[src/shared/dtc_pkg.sv]
// Constants, register layout and timing for the diagnostic and test control block
// What this block does
// RULE1: Reset plus all three strobes floats outputs
// RULE2: Float mode holds after reset release with strobes
// RULE3: Reset without all strobes restores output drive
// RULE4: Three-bit silicon revision in top bits
// RULE5: Busmaster refresh only when support bit set
// RULE6: Gate is alternate bit OR keyboard gate
// RULE7: Auto tracking makes alternate bit follow keyboard
// RULE8: Keyboard D1 read returns alternate gate state
// RULE9: Gate on output 6, port write immediate
// RULE10: Clock-switch reset 1 us+16 clocks or 1 ms
// RULE11: Processor type sampled at power-up, bit 7
// RULE12: Bit 6 shows selected probe signal live
// RULE13: Select 0 speaker normal, 1 speaker silenced
// RULE14: Six-bit delay count sets buffer strength
// RULE15: Strength hold bit freezes buffer strength
// RULE16: Delay line steps once per refresh cycle
// RULE17: Delay freeze bit stops calibration steps
// RULE18: Delay count writable only while frozen
// RULE19: Software keeps clock-test zero, refresh needs logic
package dtc_pkg;

  localparam int unsigned CLK_HZ          = 10_000_000;
  localparam int unsigned SHORT_TIME_NS   = 1000;
  localparam int unsigned LONG_TIME_US    = 1000;
  localparam int unsigned SHORT_CYCLES    = (SHORT_TIME_NS * (CLK_HZ / 1_000_000) + 999) / 1000;
  localparam int unsigned LONG_CYCLES     = LONG_TIME_US * (CLK_HZ / 1_000_000);
  localparam int unsigned CPU_CLK_EXTRA   = 16;

  localparam logic [15:0] ADDR_PROBE_SELECT       = 16'h9872;
  localparam logic [15:0] ADDR_DELAY      = 16'hA072;
  localparam logic [15:0] ADDR_SYS_CTRL   = 16'h0092;

  // Diagnostic control fields
  localparam int REV_LSB       = 13;
  localparam int CLK_TEST_BIT  = 12;
  localparam int BM_REF_BIT    = 11;
  localparam int AUTO_GATE_BIT = 10;
  localparam int CLOCK_SWITCH_LONG_RESET_BIT    = 8;
  localparam int CPU_TYPE_BIT  = 7;
  localparam int PROBE_BIT     = 6;
  localparam int SEL_W         = 6;

  // Delay line control fields
  localparam int HOLD_BIT      = 7;
  localparam int FREEZE_BIT    = 6;
  localparam int DELAY_W       = 6;

  localparam int ALT_GATE_BIT  = 1;

  localparam logic [SEL_W-1:0]   SEL_SPKR_NORMAL = 6'h00;
  localparam logic [SEL_W-1:0]   SEL_SPKR_OFF    = 6'h01;
  localparam logic [DELAY_W-1:0] DELAY_RESET     = 6'h20;
  localparam logic [DELAY_W-1:0] DELAY_ONE       = 6'h01;

  // Arbitrary value, not a real part's revision
  localparam logic [2:0] SILICON_REVISION = 3'h5;

  // Synchronised pin vector positions
  localparam int PIN_RESET  = 0;
  localparam int PIN_MASTER = 1;
  localparam int PIN_MEMR   = 2;
  localparam int PIN_MEMW   = 3;
  localparam int PIN_CPU_CLOCK_INPUT = 4;
  localparam int PIN_CPUTYP = 5;
  localparam int PIN_N      = 6;

  typedef enum logic [1:0] {
    DTC_SW_IDLE  = 2'b00,
    DTC_SW_TIME  = 2'b01,
    DTC_SW_CLKS  = 2'b11
  } dtc_sw_state_e;

endpackage : dtc_pkg

[src/logic/dtc_top.sv]
// Diagnostic mode, diagnostic register and delay-line register of the system controller
`timescale 1ns/1ns
module dtc_top
  import dtc_pkg::*;
#(
  parameter int unsigned LONG_RESET_CYCLES = LONG_CYCLES
) (
  // Clock and reset
  input  wire logic                 sys_clk,
  input  wire logic                 reset,
  // Board pins, asynchronous
  input  wire logic                 reset_input,
  input  wire logic                 master_n,
  input  wire logic                 memr_n,
  input  wire logic                 memw_n,
  input  wire logic                 cpu_clock_input,
  input  wire logic                 cpu_type_strap,
  // Host I/O port access
  input  wire logic [15:0]          io_addr,
  input  wire logic                 io_wr,
  input  wire logic                 io_rd,
  input  wire logic [15:0]          io_wdata,
  output logic      [15:0]          io_rdata,
  // Keyboard controller side
  input  wire logic                 kbd_gate,
  input  wire logic                 kbd_d1_read,
  output logic                      d1_gate_value,
  // Refresh and speaker
  input  wire logic                 refresh_tick,
  input  wire logic                 busmaster_refresh_req,
  output logic                      busmaster_refresh_go,
  input  wire logic                 speaker_in,
  output logic                      speaker_out,
  // Delay line calibration
  input  wire logic                 delay_slow,
  output logic      [DELAY_W-1:0]   buffer_strength,
  // Gate and clock switch
  output logic                      a20_gate,
  output logic                      pmc_gate_out6,
  input  wire logic                 clock_switch_req,
  output logic                      clock_switch_reset,
  // Whole-chip output enable, low while floating
  output logic                      outputs_drive
);

  // Pin synchronisers: three stages, change accepted when stages two and three agree
  logic [PIN_N-1:0] s1_q, s2_q, s3_q, pin_q;
  logic [PIN_N-1:0] pins_raw;
  assign pins_raw = {cpu_type_strap, cpu_clock_input, ~memw_n, ~memr_n, ~master_n, reset_input};

  genvar g;
  generate
    for (g = 0; g < PIN_N; g++) begin : g_sync
      always_ff @(posedge sys_clk or posedge reset) begin
        if (reset) begin
          s1_q[g]  <= 1'b0;
          s2_q[g]  <= 1'b0;
          s3_q[g]  <= 1'b0;
          pin_q[g] <= 1'b0;
        end else begin
          s1_q[g] <= pins_raw[g];
          s2_q[g] <= s1_q[g];
          s3_q[g] <= s2_q[g];
          if (s2_q[g] == s3_q[g]) begin
            pin_q[g] <= s3_q[g];
          end
        end
      end
    end
  endgenerate

  logic all_strobes;
  assign all_strobes = pin_q[PIN_MASTER] & pin_q[PIN_MEMR] & pin_q[PIN_MEMW];

  // Tri-state mode; only a reset with strobes missing leaves it
  logic float_q;
  always_ff @(posedge sys_clk or posedge reset) begin
    if (reset) begin
      float_q <= 1'b0;
    end else if (pin_q[PIN_RESET]) begin
      float_q <= all_strobes; // see RULE1 see RULE3
    end
  end // Held while reset pin is low, see RULE2

  always_ff @(posedge sys_clk or posedge reset) begin
    if (reset) begin
      outputs_drive <= 1'b0;
    end else begin
      outputs_drive <= ~float_q;
    end
  end

  // Register file
  logic                 clk_test_q;
  logic                 bm_ref_q;
  logic                 auto_gate_q;
  logic                 clock_switch_long_reset_long_q;
  logic [SEL_W-1:0]     probe_select_q;
  logic                 hold_q;
  logic                 freeze_q;
  logic [DELAY_W-1:0]   delay_q;
  logic                 alt_gate_q;
  logic                 cpu_type_q;
  logic                 strap_taken_q;

  logic wr_probe_select, wr_delay, wr_sys;
  assign wr_probe_select  = io_wr && (io_addr == ADDR_PROBE_SELECT);
  assign wr_delay = io_wr && (io_addr == ADDR_DELAY);
  assign wr_sys   = io_wr && (io_addr == ADDR_SYS_CTRL);

  always_ff @(posedge sys_clk or posedge reset) begin
    if (reset) begin
      clk_test_q     <= 1'b0;
      bm_ref_q       <= 1'b0;
      auto_gate_q    <= 1'b0;
      clock_switch_long_reset_long_q  <= 1'b0;
      probe_select_q <= SEL_SPKR_NORMAL;
    end else if (wr_probe_select) begin
      clk_test_q     <= io_wdata[CLK_TEST_BIT];
      bm_ref_q       <= io_wdata[BM_REF_BIT];
      auto_gate_q    <= io_wdata[AUTO_GATE_BIT];
      clock_switch_long_reset_long_q  <= io_wdata[CLOCK_SWITCH_LONG_RESET_BIT];
      probe_select_q <= io_wdata[SEL_W-1:0];
    end
  end

  // Strap caught after reset release, once the synchroniser has settled
  logic [1:0] strap_wait_q;
  always_ff @(posedge sys_clk or posedge reset) begin
    if (reset) begin
      strap_wait_q  <= 2'h0;
      strap_taken_q <= 1'b0;
      cpu_type_q    <= 1'b0;
    end else if (!strap_taken_q) begin
      // Filtered copy lags one edge, so take the agreeing stages directly
      if (strap_wait_q != 2'h3) begin
        strap_wait_q <= strap_wait_q + 2'h1;
      end else if (s2_q[PIN_CPUTYP] == s3_q[PIN_CPUTYP]) begin
        strap_taken_q <= 1'b1;
        cpu_type_q    <= s3_q[PIN_CPUTYP]; // see RULE11
      end
    end
  end

  // Busmaster refresh gated by the support bit
  always_ff @(posedge sys_clk or posedge reset) begin
    if (reset) begin
      busmaster_refresh_go <= 1'b0;
    end else begin
      busmaster_refresh_go <= busmaster_refresh_req & bm_ref_q; // see RULE5
    end
  end

  // Gate logic
  logic eff_gate;
  assign eff_gate = alt_gate_q | kbd_gate; // see RULE6

  always_ff @(posedge sys_clk or posedge reset) begin
    if (reset) begin
      alt_gate_q <= 1'b0;
    end else if (wr_sys) begin
      alt_gate_q <= io_wdata[ALT_GATE_BIT];
    end else if (auto_gate_q) begin
      alt_gate_q <= kbd_gate; // see RULE7
    end
  end

  always_ff @(posedge sys_clk or posedge reset) begin
    if (reset) begin
      a20_gate <= 1'b0;
    end else begin
      a20_gate <= eff_gate;
    end
  end

  // Port writes show at once; keyboard changes wait for refresh
  always_ff @(posedge sys_clk or posedge reset) begin
    if (reset) begin
      pmc_gate_out6 <= 1'b0;
    end else if (wr_sys) begin
      pmc_gate_out6 <= io_wdata[ALT_GATE_BIT] | kbd_gate; // see RULE9
    end else if (refresh_tick) begin
      pmc_gate_out6 <= eff_gate; // see RULE9
    end
  end

  always_ff @(posedge sys_clk or posedge reset) begin
    if (reset) begin
      d1_gate_value <= 1'b0;
    end else if (kbd_d1_read) begin
      d1_gate_value <= alt_gate_q; // see RULE8
    end
  end

  // Probe selection and speaker; reserved codes read zero
  logic probe_state;
  assign probe_state = (probe_select_q == SEL_SPKR_NORMAL) ? speaker_in : 1'b0; // see RULE12

  always_ff @(posedge sys_clk or posedge reset) begin
    if (reset) begin
      speaker_out <= 1'b0;
    end else begin
      speaker_out <= speaker_in & (probe_select_q != SEL_SPKR_OFF); // see RULE13
    end
  end

  // Delay line
  always_ff @(posedge sys_clk or posedge reset) begin
    if (reset) begin
      hold_q   <= 1'b0;
      freeze_q <= 1'b0;
    end else if (wr_delay) begin
      hold_q   <= io_wdata[HOLD_BIT];
      freeze_q <= io_wdata[FREEZE_BIT]; // see RULE17
    end
  end

  always_ff @(posedge sys_clk or posedge reset) begin
    if (reset) begin
      delay_q <= DELAY_RESET;
    end else if (wr_delay && freeze_q) begin
      delay_q <= io_wdata[DELAY_W-1:0]; // see RULE18
    end else if (refresh_tick && !freeze_q) begin
      // Saturate so calibration never wraps strength end to end
      if (delay_slow && delay_q != {DELAY_W{1'b1}}) begin
        delay_q <= delay_q + DELAY_ONE; // see RULE16
      end else if (!delay_slow && delay_q != {DELAY_W{1'b0}}) begin
        delay_q <= delay_q - DELAY_ONE; // see RULE16
      end
    end
  end

  always_ff @(posedge sys_clk or posedge reset) begin
    if (reset) begin
      buffer_strength <= DELAY_RESET;
    end else if (!hold_q) begin
      buffer_strength <= delay_q; // see RULE14 see RULE15
    end
  end

  // Clock-switch reset pulse
  dtc_sw_state_e sw_q;
  logic [31:0]   sw_cnt_q;
  logic          cpu_clock_input_d_q;
  logic          cpu_clock_input_rise;
  assign cpu_clock_input_rise = pin_q[PIN_CPU_CLOCK_INPUT] & ~cpu_clock_input_d_q;

  always_ff @(posedge sys_clk or posedge reset) begin
    if (reset) begin
      cpu_clock_input_d_q <= 1'b0;
    end else begin
      cpu_clock_input_d_q <= pin_q[PIN_CPU_CLOCK_INPUT];
    end
  end

  always_ff @(posedge sys_clk or posedge reset) begin
    if (reset) begin
      sw_q     <= DTC_SW_IDLE;
      sw_cnt_q <= 32'h0;
    end else begin
      unique case (sw_q)
        DTC_SW_IDLE: begin
          if (clock_switch_req) begin
            sw_q     <= DTC_SW_TIME;
            sw_cnt_q <= clock_switch_long_reset_long_q ? 32'(LONG_RESET_CYCLES - 1) : 32'(SHORT_CYCLES - 1); // see RULE10
          end
        end
        DTC_SW_TIME: begin
          if (sw_cnt_q != 32'h0) begin
            sw_cnt_q <= sw_cnt_q - 32'h1;
          end else if (clock_switch_long_reset_long_q) begin
            sw_q <= DTC_SW_IDLE;
          end else begin
            sw_q     <= DTC_SW_CLKS;
            sw_cnt_q <= 32'(CPU_CLK_EXTRA);
          end
        end
        DTC_SW_CLKS: begin
          if (sw_cnt_q == 32'h0) begin
            sw_q <= DTC_SW_IDLE;
          end else if (cpu_clock_input_rise) begin
            sw_cnt_q <= sw_cnt_q - 32'h1; // see RULE10
          end
        end
      endcase
    end
  end

  always_ff @(posedge sys_clk or posedge reset) begin
    if (reset) begin
      clock_switch_reset <= 1'b0;
    end else begin
      clock_switch_reset <= (sw_q != DTC_SW_IDLE) && !(sw_q == DTC_SW_CLKS && sw_cnt_q == 32'h0);
    end
  end

  // Read data, registered; unmapped ports read zero
  logic [15:0] rd_mux;
  always_comb begin
    rd_mux = 16'h0000;
    if (io_addr == ADDR_PROBE_SELECT) begin
      rd_mux[REV_LSB+2:REV_LSB]  = SILICON_REVISION; // see RULE4
      rd_mux[CLK_TEST_BIT]       = clk_test_q;
      rd_mux[BM_REF_BIT]         = bm_ref_q;
      rd_mux[AUTO_GATE_BIT]      = auto_gate_q;
      rd_mux[CLOCK_SWITCH_LONG_RESET_BIT]         = clock_switch_long_reset_long_q;
      rd_mux[CPU_TYPE_BIT]       = cpu_type_q; // see RULE11
      rd_mux[PROBE_BIT]          = probe_state; // see RULE12
      rd_mux[SEL_W-1:0]          = probe_select_q;
    end else if (io_addr == ADDR_DELAY) begin
      rd_mux[HOLD_BIT]           = hold_q;
      rd_mux[FREEZE_BIT]         = freeze_q;
      rd_mux[DELAY_W-1:0]        = delay_q;
    end else if (io_addr == ADDR_SYS_CTRL) begin
      rd_mux[ALT_GATE_BIT]       = alt_gate_q;
    end
  end

  always_ff @(posedge sys_clk or posedge reset) begin
    if (reset) begin
      io_rdata <= 16'h0000;
    end else if (io_rd) begin
      io_rdata <= rd_mux;
    end
  end

endmodule : dtc_top

[config.mk]
export PLATFORM = sky130hd
export DESIGN_NAME = dtc_top
export DESIGN_NICKNAME = d
export VERILOG_FILES = /design/src/shared/dtc_pkg.sv /design/src/logic/dtc_top.sv
export SDC_FILE = /design/constraint.sdc
export NUM_CORES = 1
export LEC_CHECK = 0
export ABC_AREA = 1
export BUFFER_PORTS_ARGS = -buffer_cell sky130_fd_sc_hd__buf_4
export CAP_MARGIN = 20
export CORE_ASPECT_RATIO = 0.75
export CORE_MARGIN = 1
export CORE_UTILIZATION = 30
export DETAILED_ROUTE_END_ITERATION = 7
export MAX_ROUTING_LAYER = met4
export PLACE_DENSITY_LB_ADDON = 0.12
export SLEW_MARGIN = 20
export SYNTH_ARGS = -nofsm -noshare
export SYNTH_HDL_FRONTEND = slang
export SYNTH_SLANG_ARGS = --single-unit
[constraint.sdc]
create_clock -name sys_clk -period 4.2 [get_ports sys_clk]
set_input_delay 0.84 -clock sys_clk [delete_from_list [all_inputs] [get_ports sys_clk]]
set_output_delay 0.84 -clock sys_clk [all_outputs]
set_load 0.1 [all_outputs]
* After elaboration in Yosys (flattened, before gate mapping)
Cells that the tools add are included.
Widths: inputs -> output; s select.
** Storage, ports and cells
- Word-level logic and storage cells :: 144
- Register bits :: 110
- Output and inout port bits :: 29
** Cells by class
- $add $sub $neg :: 4
- Equal/unequal tests :: 20
- Muxes and demuxes :: 31
- Reductions and logical operators :: 27
- Bitwise logic cells :: 14
** Operator list (count)
- $mux 32 :: 5
- $pmux 32 s3 :: 1
- $mux 6 :: 6
- $eq 16x16->1 const B :: 2
- $logic_not 32->1 :: 1
- $reduce_bool 32->1 :: 1
- $sub 32x1->32 const B :: 1
- $eq 16x8->1 const B :: 1
- $mux 14 :: 1
- $mux 1 :: 12
- $ne 2x2->1 const B :: 6
- $logic_and 1x1->1 :: 9
- $mux 2 :: 4
- $mux 8 :: 1
- $reduce_bool 2->1 :: 4
- $not 1->1 :: 7
- $add 6x1->6 const B :: 1
- $eq 1x1->1 :: 6
- $logic_not 6->1 :: 1
- $ne 6x1->1 const B :: 1
- $ne 6x6->1 const B :: 1
- $pmux 2 s3 :: 1
- $reduce_and 3->1 :: 2
- $reduce_bool 6->1 :: 1
- other kinds (12) :: 20

* Depth between registers and ports, before layout
- Depth in word-level cells :: 6
- Gate-level depth with buffers :: 12
- Mapped depth without buffers :: 12

* Worst setup path after synthesis
Ideal clock, no wire load.
- Kind :: flip-flop to output port
- Start :: register io_rdata[13] (netlist name)
- End :: output port io_rdata[15]
- Path slack :: 2020 ps
- Path buffers :: 1
- Stages on the path, launching flop included :: 2
- Arrival :: 1340 ps
- Cells stage by stage :: dfrtp_1 -> buf_4
** RTL lines
- end: declaration :: RTL line dtc_top.sv:23 : output logic [15:0] io_rdata,

* Final worst setup path
- Start :: register sw_cnt_q[0]
- End :: register sw_cnt_q[27]
** Between the ends
- Longest elaborated chain between the ends :: 4
- Elaborated cells on any way between the ends :: 10
- Those cells by class :: add/sub: 1; eq/ne: 2; mux: 4; reduce/logical: 3
** Ends and longest elaborated chain
- start: declaration :: RTL line dtc_top.sv:243 : logic [31:0] sw_cnt_q;
- start signal: assignment :: RTL line dtc_top.sv:265 : sw_cnt_q <= clock_switch_long_reset_long_q ? 32'(LONG_RESET_CYCLES - 1) : 32'(SHORT_CYCLES - 1);
- start signal: assignment :: RTL line dtc_top.sv:270 : sw_cnt_q <= sw_cnt_q - 32'h1;
- start signal: assignment :: RTL line dtc_top.sv:275 : sw_cnt_q <= 32'(CPU_CLK_EXTRA);
- $sub 32x1->32 :: RTL line dtc_top.sv:270, dtc_top.sv:282
- $mux 32 :: RTL line dtc_top.sv:281 : end else if (cpu_clock_input_rise) begin
- $mux 32 :: RTL line dtc_top.sv:279 : if (sw_cnt_q == 32'h0) begin
- $pmux 32 s3 :: RTL line dtc_top.sv:261 : unique case (sw_q)
Several ways; a longest one is shown, not always the timed one. The select of a mux whose other input is x is not followed.
A chain may end at the register's enable or synchronous reset.

==> impl_results.md <==
* Status: complete, no violations
* Horizontal extent of the die at 161 um
* Initial antenna violation count at 0
* P&R area growth vs syn at 19.2%
* Last weighted congestion value of the routability-driven placer at 0.809
* Cts bufs inserted at 9
* Post-CTS Resized at 0
* Number of placement rows at 43
* Post CTS Setup Buffer Count at 0
* Final sum of negative setup slack at 0 ns
* Setup repair after global routing missed its margin: false
* Cell taking the most area after synthesis: sky130_fd_sc_hd__dfrtp_1
* CTS hold repair buffers at 0
* Insertion delay of the later-clocked pin in the worst-skew pair at 0.36 ns
* Share of cells above drive strength 1 at 14.3%
* Maximum root-to-sink buffer count at 2
* Post-synthesis instance total at 730
* Internal power consumption at 2.24 mW
* Main combinational cell family by area after synthesis: simple AND/OR/NAND/NOR gates
* Initial Utilization at roughly 31%
* Flip-flop and latch count after synthesis at 108
* Critical path class: flop to flop
* Worst min-delay path class: flop to flop
* Number of top-level pins at 78
* Relative slew slack at roughly 39%
* Clock network fraction of design power at between 20% and 30%
* Signal arrival time at the worst endpoint at approximately 2.8 ns
* Library cell used as clock root buffer: sky130_fd_sc_hd__clkbuf_16
* Standby leakage power at 3.48 nW
* # DRC at 0
* Count of endpoints failing setup in the final report at 0
* Clock period minus worst slack at 2.53 ns
* Peak supply drop at roughly 230 uV
* Largest clock skew in the final design at about 0.013 ns
* Clk sink count at 108
* Min Hold Slack at 0.350 ns
* Most frequent cell after synthesis: sky130_fd_sc_hd__nand2_1
* Number of global-route vias before repair at 4662
* Adder and majority gate portion of the synthesized area at 2.56%
* Number of distinct library cell variants in the gate-level netlist after synthesis at 42
* Top cells by area in the synthesized netlist: sky130_fd_sc_hd__dfrtp_1, sky130_fd_sc_hd__nand2_1, sky130_fd_sc_hd__nor2_1
* Total vias in the final route at 4852
* Number of DRC markers after the initial detailed-route iteration at 299
* P_sw at 1.85 mW
* Crit share post-route at between 60 and 70%
* Standard cell core area at 18500 sq um
* Sequential-to-total area share from yosys stat at a little under half
* Post-synthesis area per instance at about 7.8 sq um
* First-pass GRT wire length at 24.5 mm
* Crit start category: flop
* Final hold violation count at 0
* Complex-gate fraction of the synthesized area at about 6%
* Power Total at 4.08 mW
* Non-filler cells in the finished layout at 1052
* Final core utilization at 36.5%
* CTS tree: done
* Maximum operating frequency at slightly below 400 MHz
* CP max FO at 21
* Total Wirelength at 14.8 mm
* Net switching fraction of the power at between 40% and 50%
* Maximum number of pins on one net before global-route repair at 71
* Placed Cells at 1036
* Portion of synthesized cell area occupied by the leading cell type at approximately 47%
* WL per Instance at 14.1 um
* Count of nets after finishing at 856
* First-pass iteration count of the detailed router at 5
* Simple logic cell fraction of the synthesized area at about a third
* Worst path required time at 4.44 ns
* Remaining number of nets flagged by the antenna check after routing at 0
* Ys async rst share at 100%
* Max Slew Vio Count at 0
* Clock slew at reported path FFs at 0.08 ns
* Number of diodes added for antenna fixing at 0
* Global route total overflow at 0
* Sequential power share at 35.5%
* Worst slew pin tran at 0.907 ns
* Capturing element type of the critical path: flop
* Total GRT Usage at between 15 and 20%
* Dominant register cell in the synthesized netlist: sky130_fd_sc_hd__dfrtp_1
* Top cells by instance count after synthesis: sky130_fd_sc_hd__nand2_1, sky130_fd_sc_hd__dfrtp_1, sky130_fd_sc_hd__nor2_1
* Height of the die at approximately 120 um
* Proportion of synthesized area in mux cells at less than 1%
* Total Die Area at 19400 sq um
* Power per standard cell area at around 600 nW/um^2
* Post-Synth XOR/XNOR Area at around 2.8%
* Total of buffers placed on input and output ports at 71
* Number of H-tree branching levels at 3
* Placed wire-length estimate after detailed placement at 11.0 mm
* Max-cap violations at 0
* Count of warnings emitted by yosys at 0
* Post-synth design cell area at 5670 sq um
* Vias per cell at 4.61
* Count of flip-flops with a built-in enable after synthesis at 0
* Combinational share of power at 42.1%
[critical path: stages (launching register included)]
cell and delay [ns]:
sky130_fd_sc_hd__dfrtp_1 0.40, sky130_fd_sc_hd__inv_1 0.11, sky130_fd_sc_hd__ha_1 0.32, sky130_fd_sc_hd__nand2_4 0.13, sky130_fd_sc_hd__nor2_8 0.17, sky130_fd_sc_hd__nand2_2 0.10, sky130_fd_sc_hd__o21ai_4 0.20, sky130_fd_sc_hd__nand2_1 0.57
sky130_fd_sc_hd__nand4_1 0.32, sky130_fd_sc_hd__nand2_1 0.08
[logic make-up (layout without fill, tap and decap cells)]
logic type	Yosys count	count (layout)
AND/OR/NAND/NOR	442	442
flip-flops	108	108
buffers and inverters	91	165
AO/OA/AOI/OAI	57	57
XOR/XNOR	18	18
adder cells (fa/ha/maj)	12	12
other	1	2
multiplexers	1	1
[metal layers]
metal,vias up,GRT usage (%),routed length (um)
li1,2482,-,-
met3,7,3.42,601
met5,-,-,0
met1,2245,23.7,7890
met4,0,4.07,113
met2,118,24.3,6220
[power groups by stage]
stage,Combinational [mW],Sequential [mW],Clock [mW]
final,1.72,1.45,0.915
after global routing,1.94,1.48,0.985
after CTS,1.73,1.45,0.950
after detailed placement,1.73,1.46,0
after global placement,1.70,1.46,0
after floorplan,1.16,1.61,0
[final timing paths]
kind                                 to  depth (start not counted)  slack, ns         from
setup / recovery           sw_cnt_q[27]                          9       1.67  sw_cnt_q[0]
hold / removal                  s2_q[5]                          0       0.35      s1_q[5]
setup reg to reg           sw_cnt_q[27]                          9       1.67  sw_cnt_q[0]
hold reg to reg                 s2_q[5]                          0       0.35      s1_q[5]
max in group asynchronous   sw_cnt_q[1]                          3       2.73        reset
min in group asynchronous    cpu_type_q                          2       0.66        reset
[through the flow]
stage,instance area [sq um],worst slack (ns)
floorplan,5670,0.518
global placement,6440,1.76
detailed placement,6440,1.69
CTS,6760,1.68
global route,6760,1.41
finish,6760,1.67
[registers in the layout (all words and copies together), names as in the netlist, 2 cells and up]
register,flops
sw_cnt_q,32
io_rdata,13
buffer_strength,6
delay_q,6
probe_select_q,6
s1_q,6
s2_q,6
s3_q,6
pin_q,5
strap_wait_q,2
sw_q,2
[layout by cell type (no fill, tap or decap), types with 2 or more instances in the layout]
master                      synthesis  final
sky130_fd_sc_hd__nand4_1           33     33
sky130_fd_sc_hd__inv_1             72     71
sky130_fd_sc_hd__maj3_1             5      5
sky130_fd_sc_hd__nand3_1           60     60
sky130_fd_sc_hd__nand2_1          247    247
sky130_fd_sc_hd__xor2_1            11     11
sky130_fd_sc_hd__nor2_2             4      4
sky130_fd_sc_hd__ha_1               6      6
sky130_fd_sc_hd__inv_2              3      3
sky130_fd_sc_hd__nor2_4             3      3
sky130_fd_sc_hd__nand2_2            3      3
sky130_fd_sc_hd__a21oi_1            6      6
sky130_fd_sc_hd__inv_6              0      2
sky130_fd_sc_hd__o21ai_1            4      4
sky130_fd_sc_hd__a22o_1             3      3
sky130_fd_sc_hd__nand2_4            2      2
sky130_fd_sc_hd__dfstp_2            2      2
sky130_fd_sc_hd__buf_4              3     74
sky130_fd_sc_hd__nor2_1            81     81
sky130_fd_sc_hd__nand3b_1           3      3
sky130_fd_sc_hd__conb_1             1      2
sky130_fd_sc_hd__o211ai_1           6      6
sky130_fd_sc_hd__clkinv_4           0      2
sky130_fd_sc_hd__o21ai_0           32     32
sky130_fd_sc_hd__dfrtp_1          106    106
sky130_fd_sc_hd__xnor2_1            7      7
sky130_fd_sc_hd__clkbuf_16          0      9
[final cells by class]
cell class	instances	area (sq um)
fillers	1936	11800
flip-flops and latches	108	2710
multi-input cells	532	2580
repair buffers	74	556
well taps	247	309
inverters	75	284
clock buffers	9	225
clock inverters	7	92.6
Note: power is estimated with default switching activity, not from simulation.
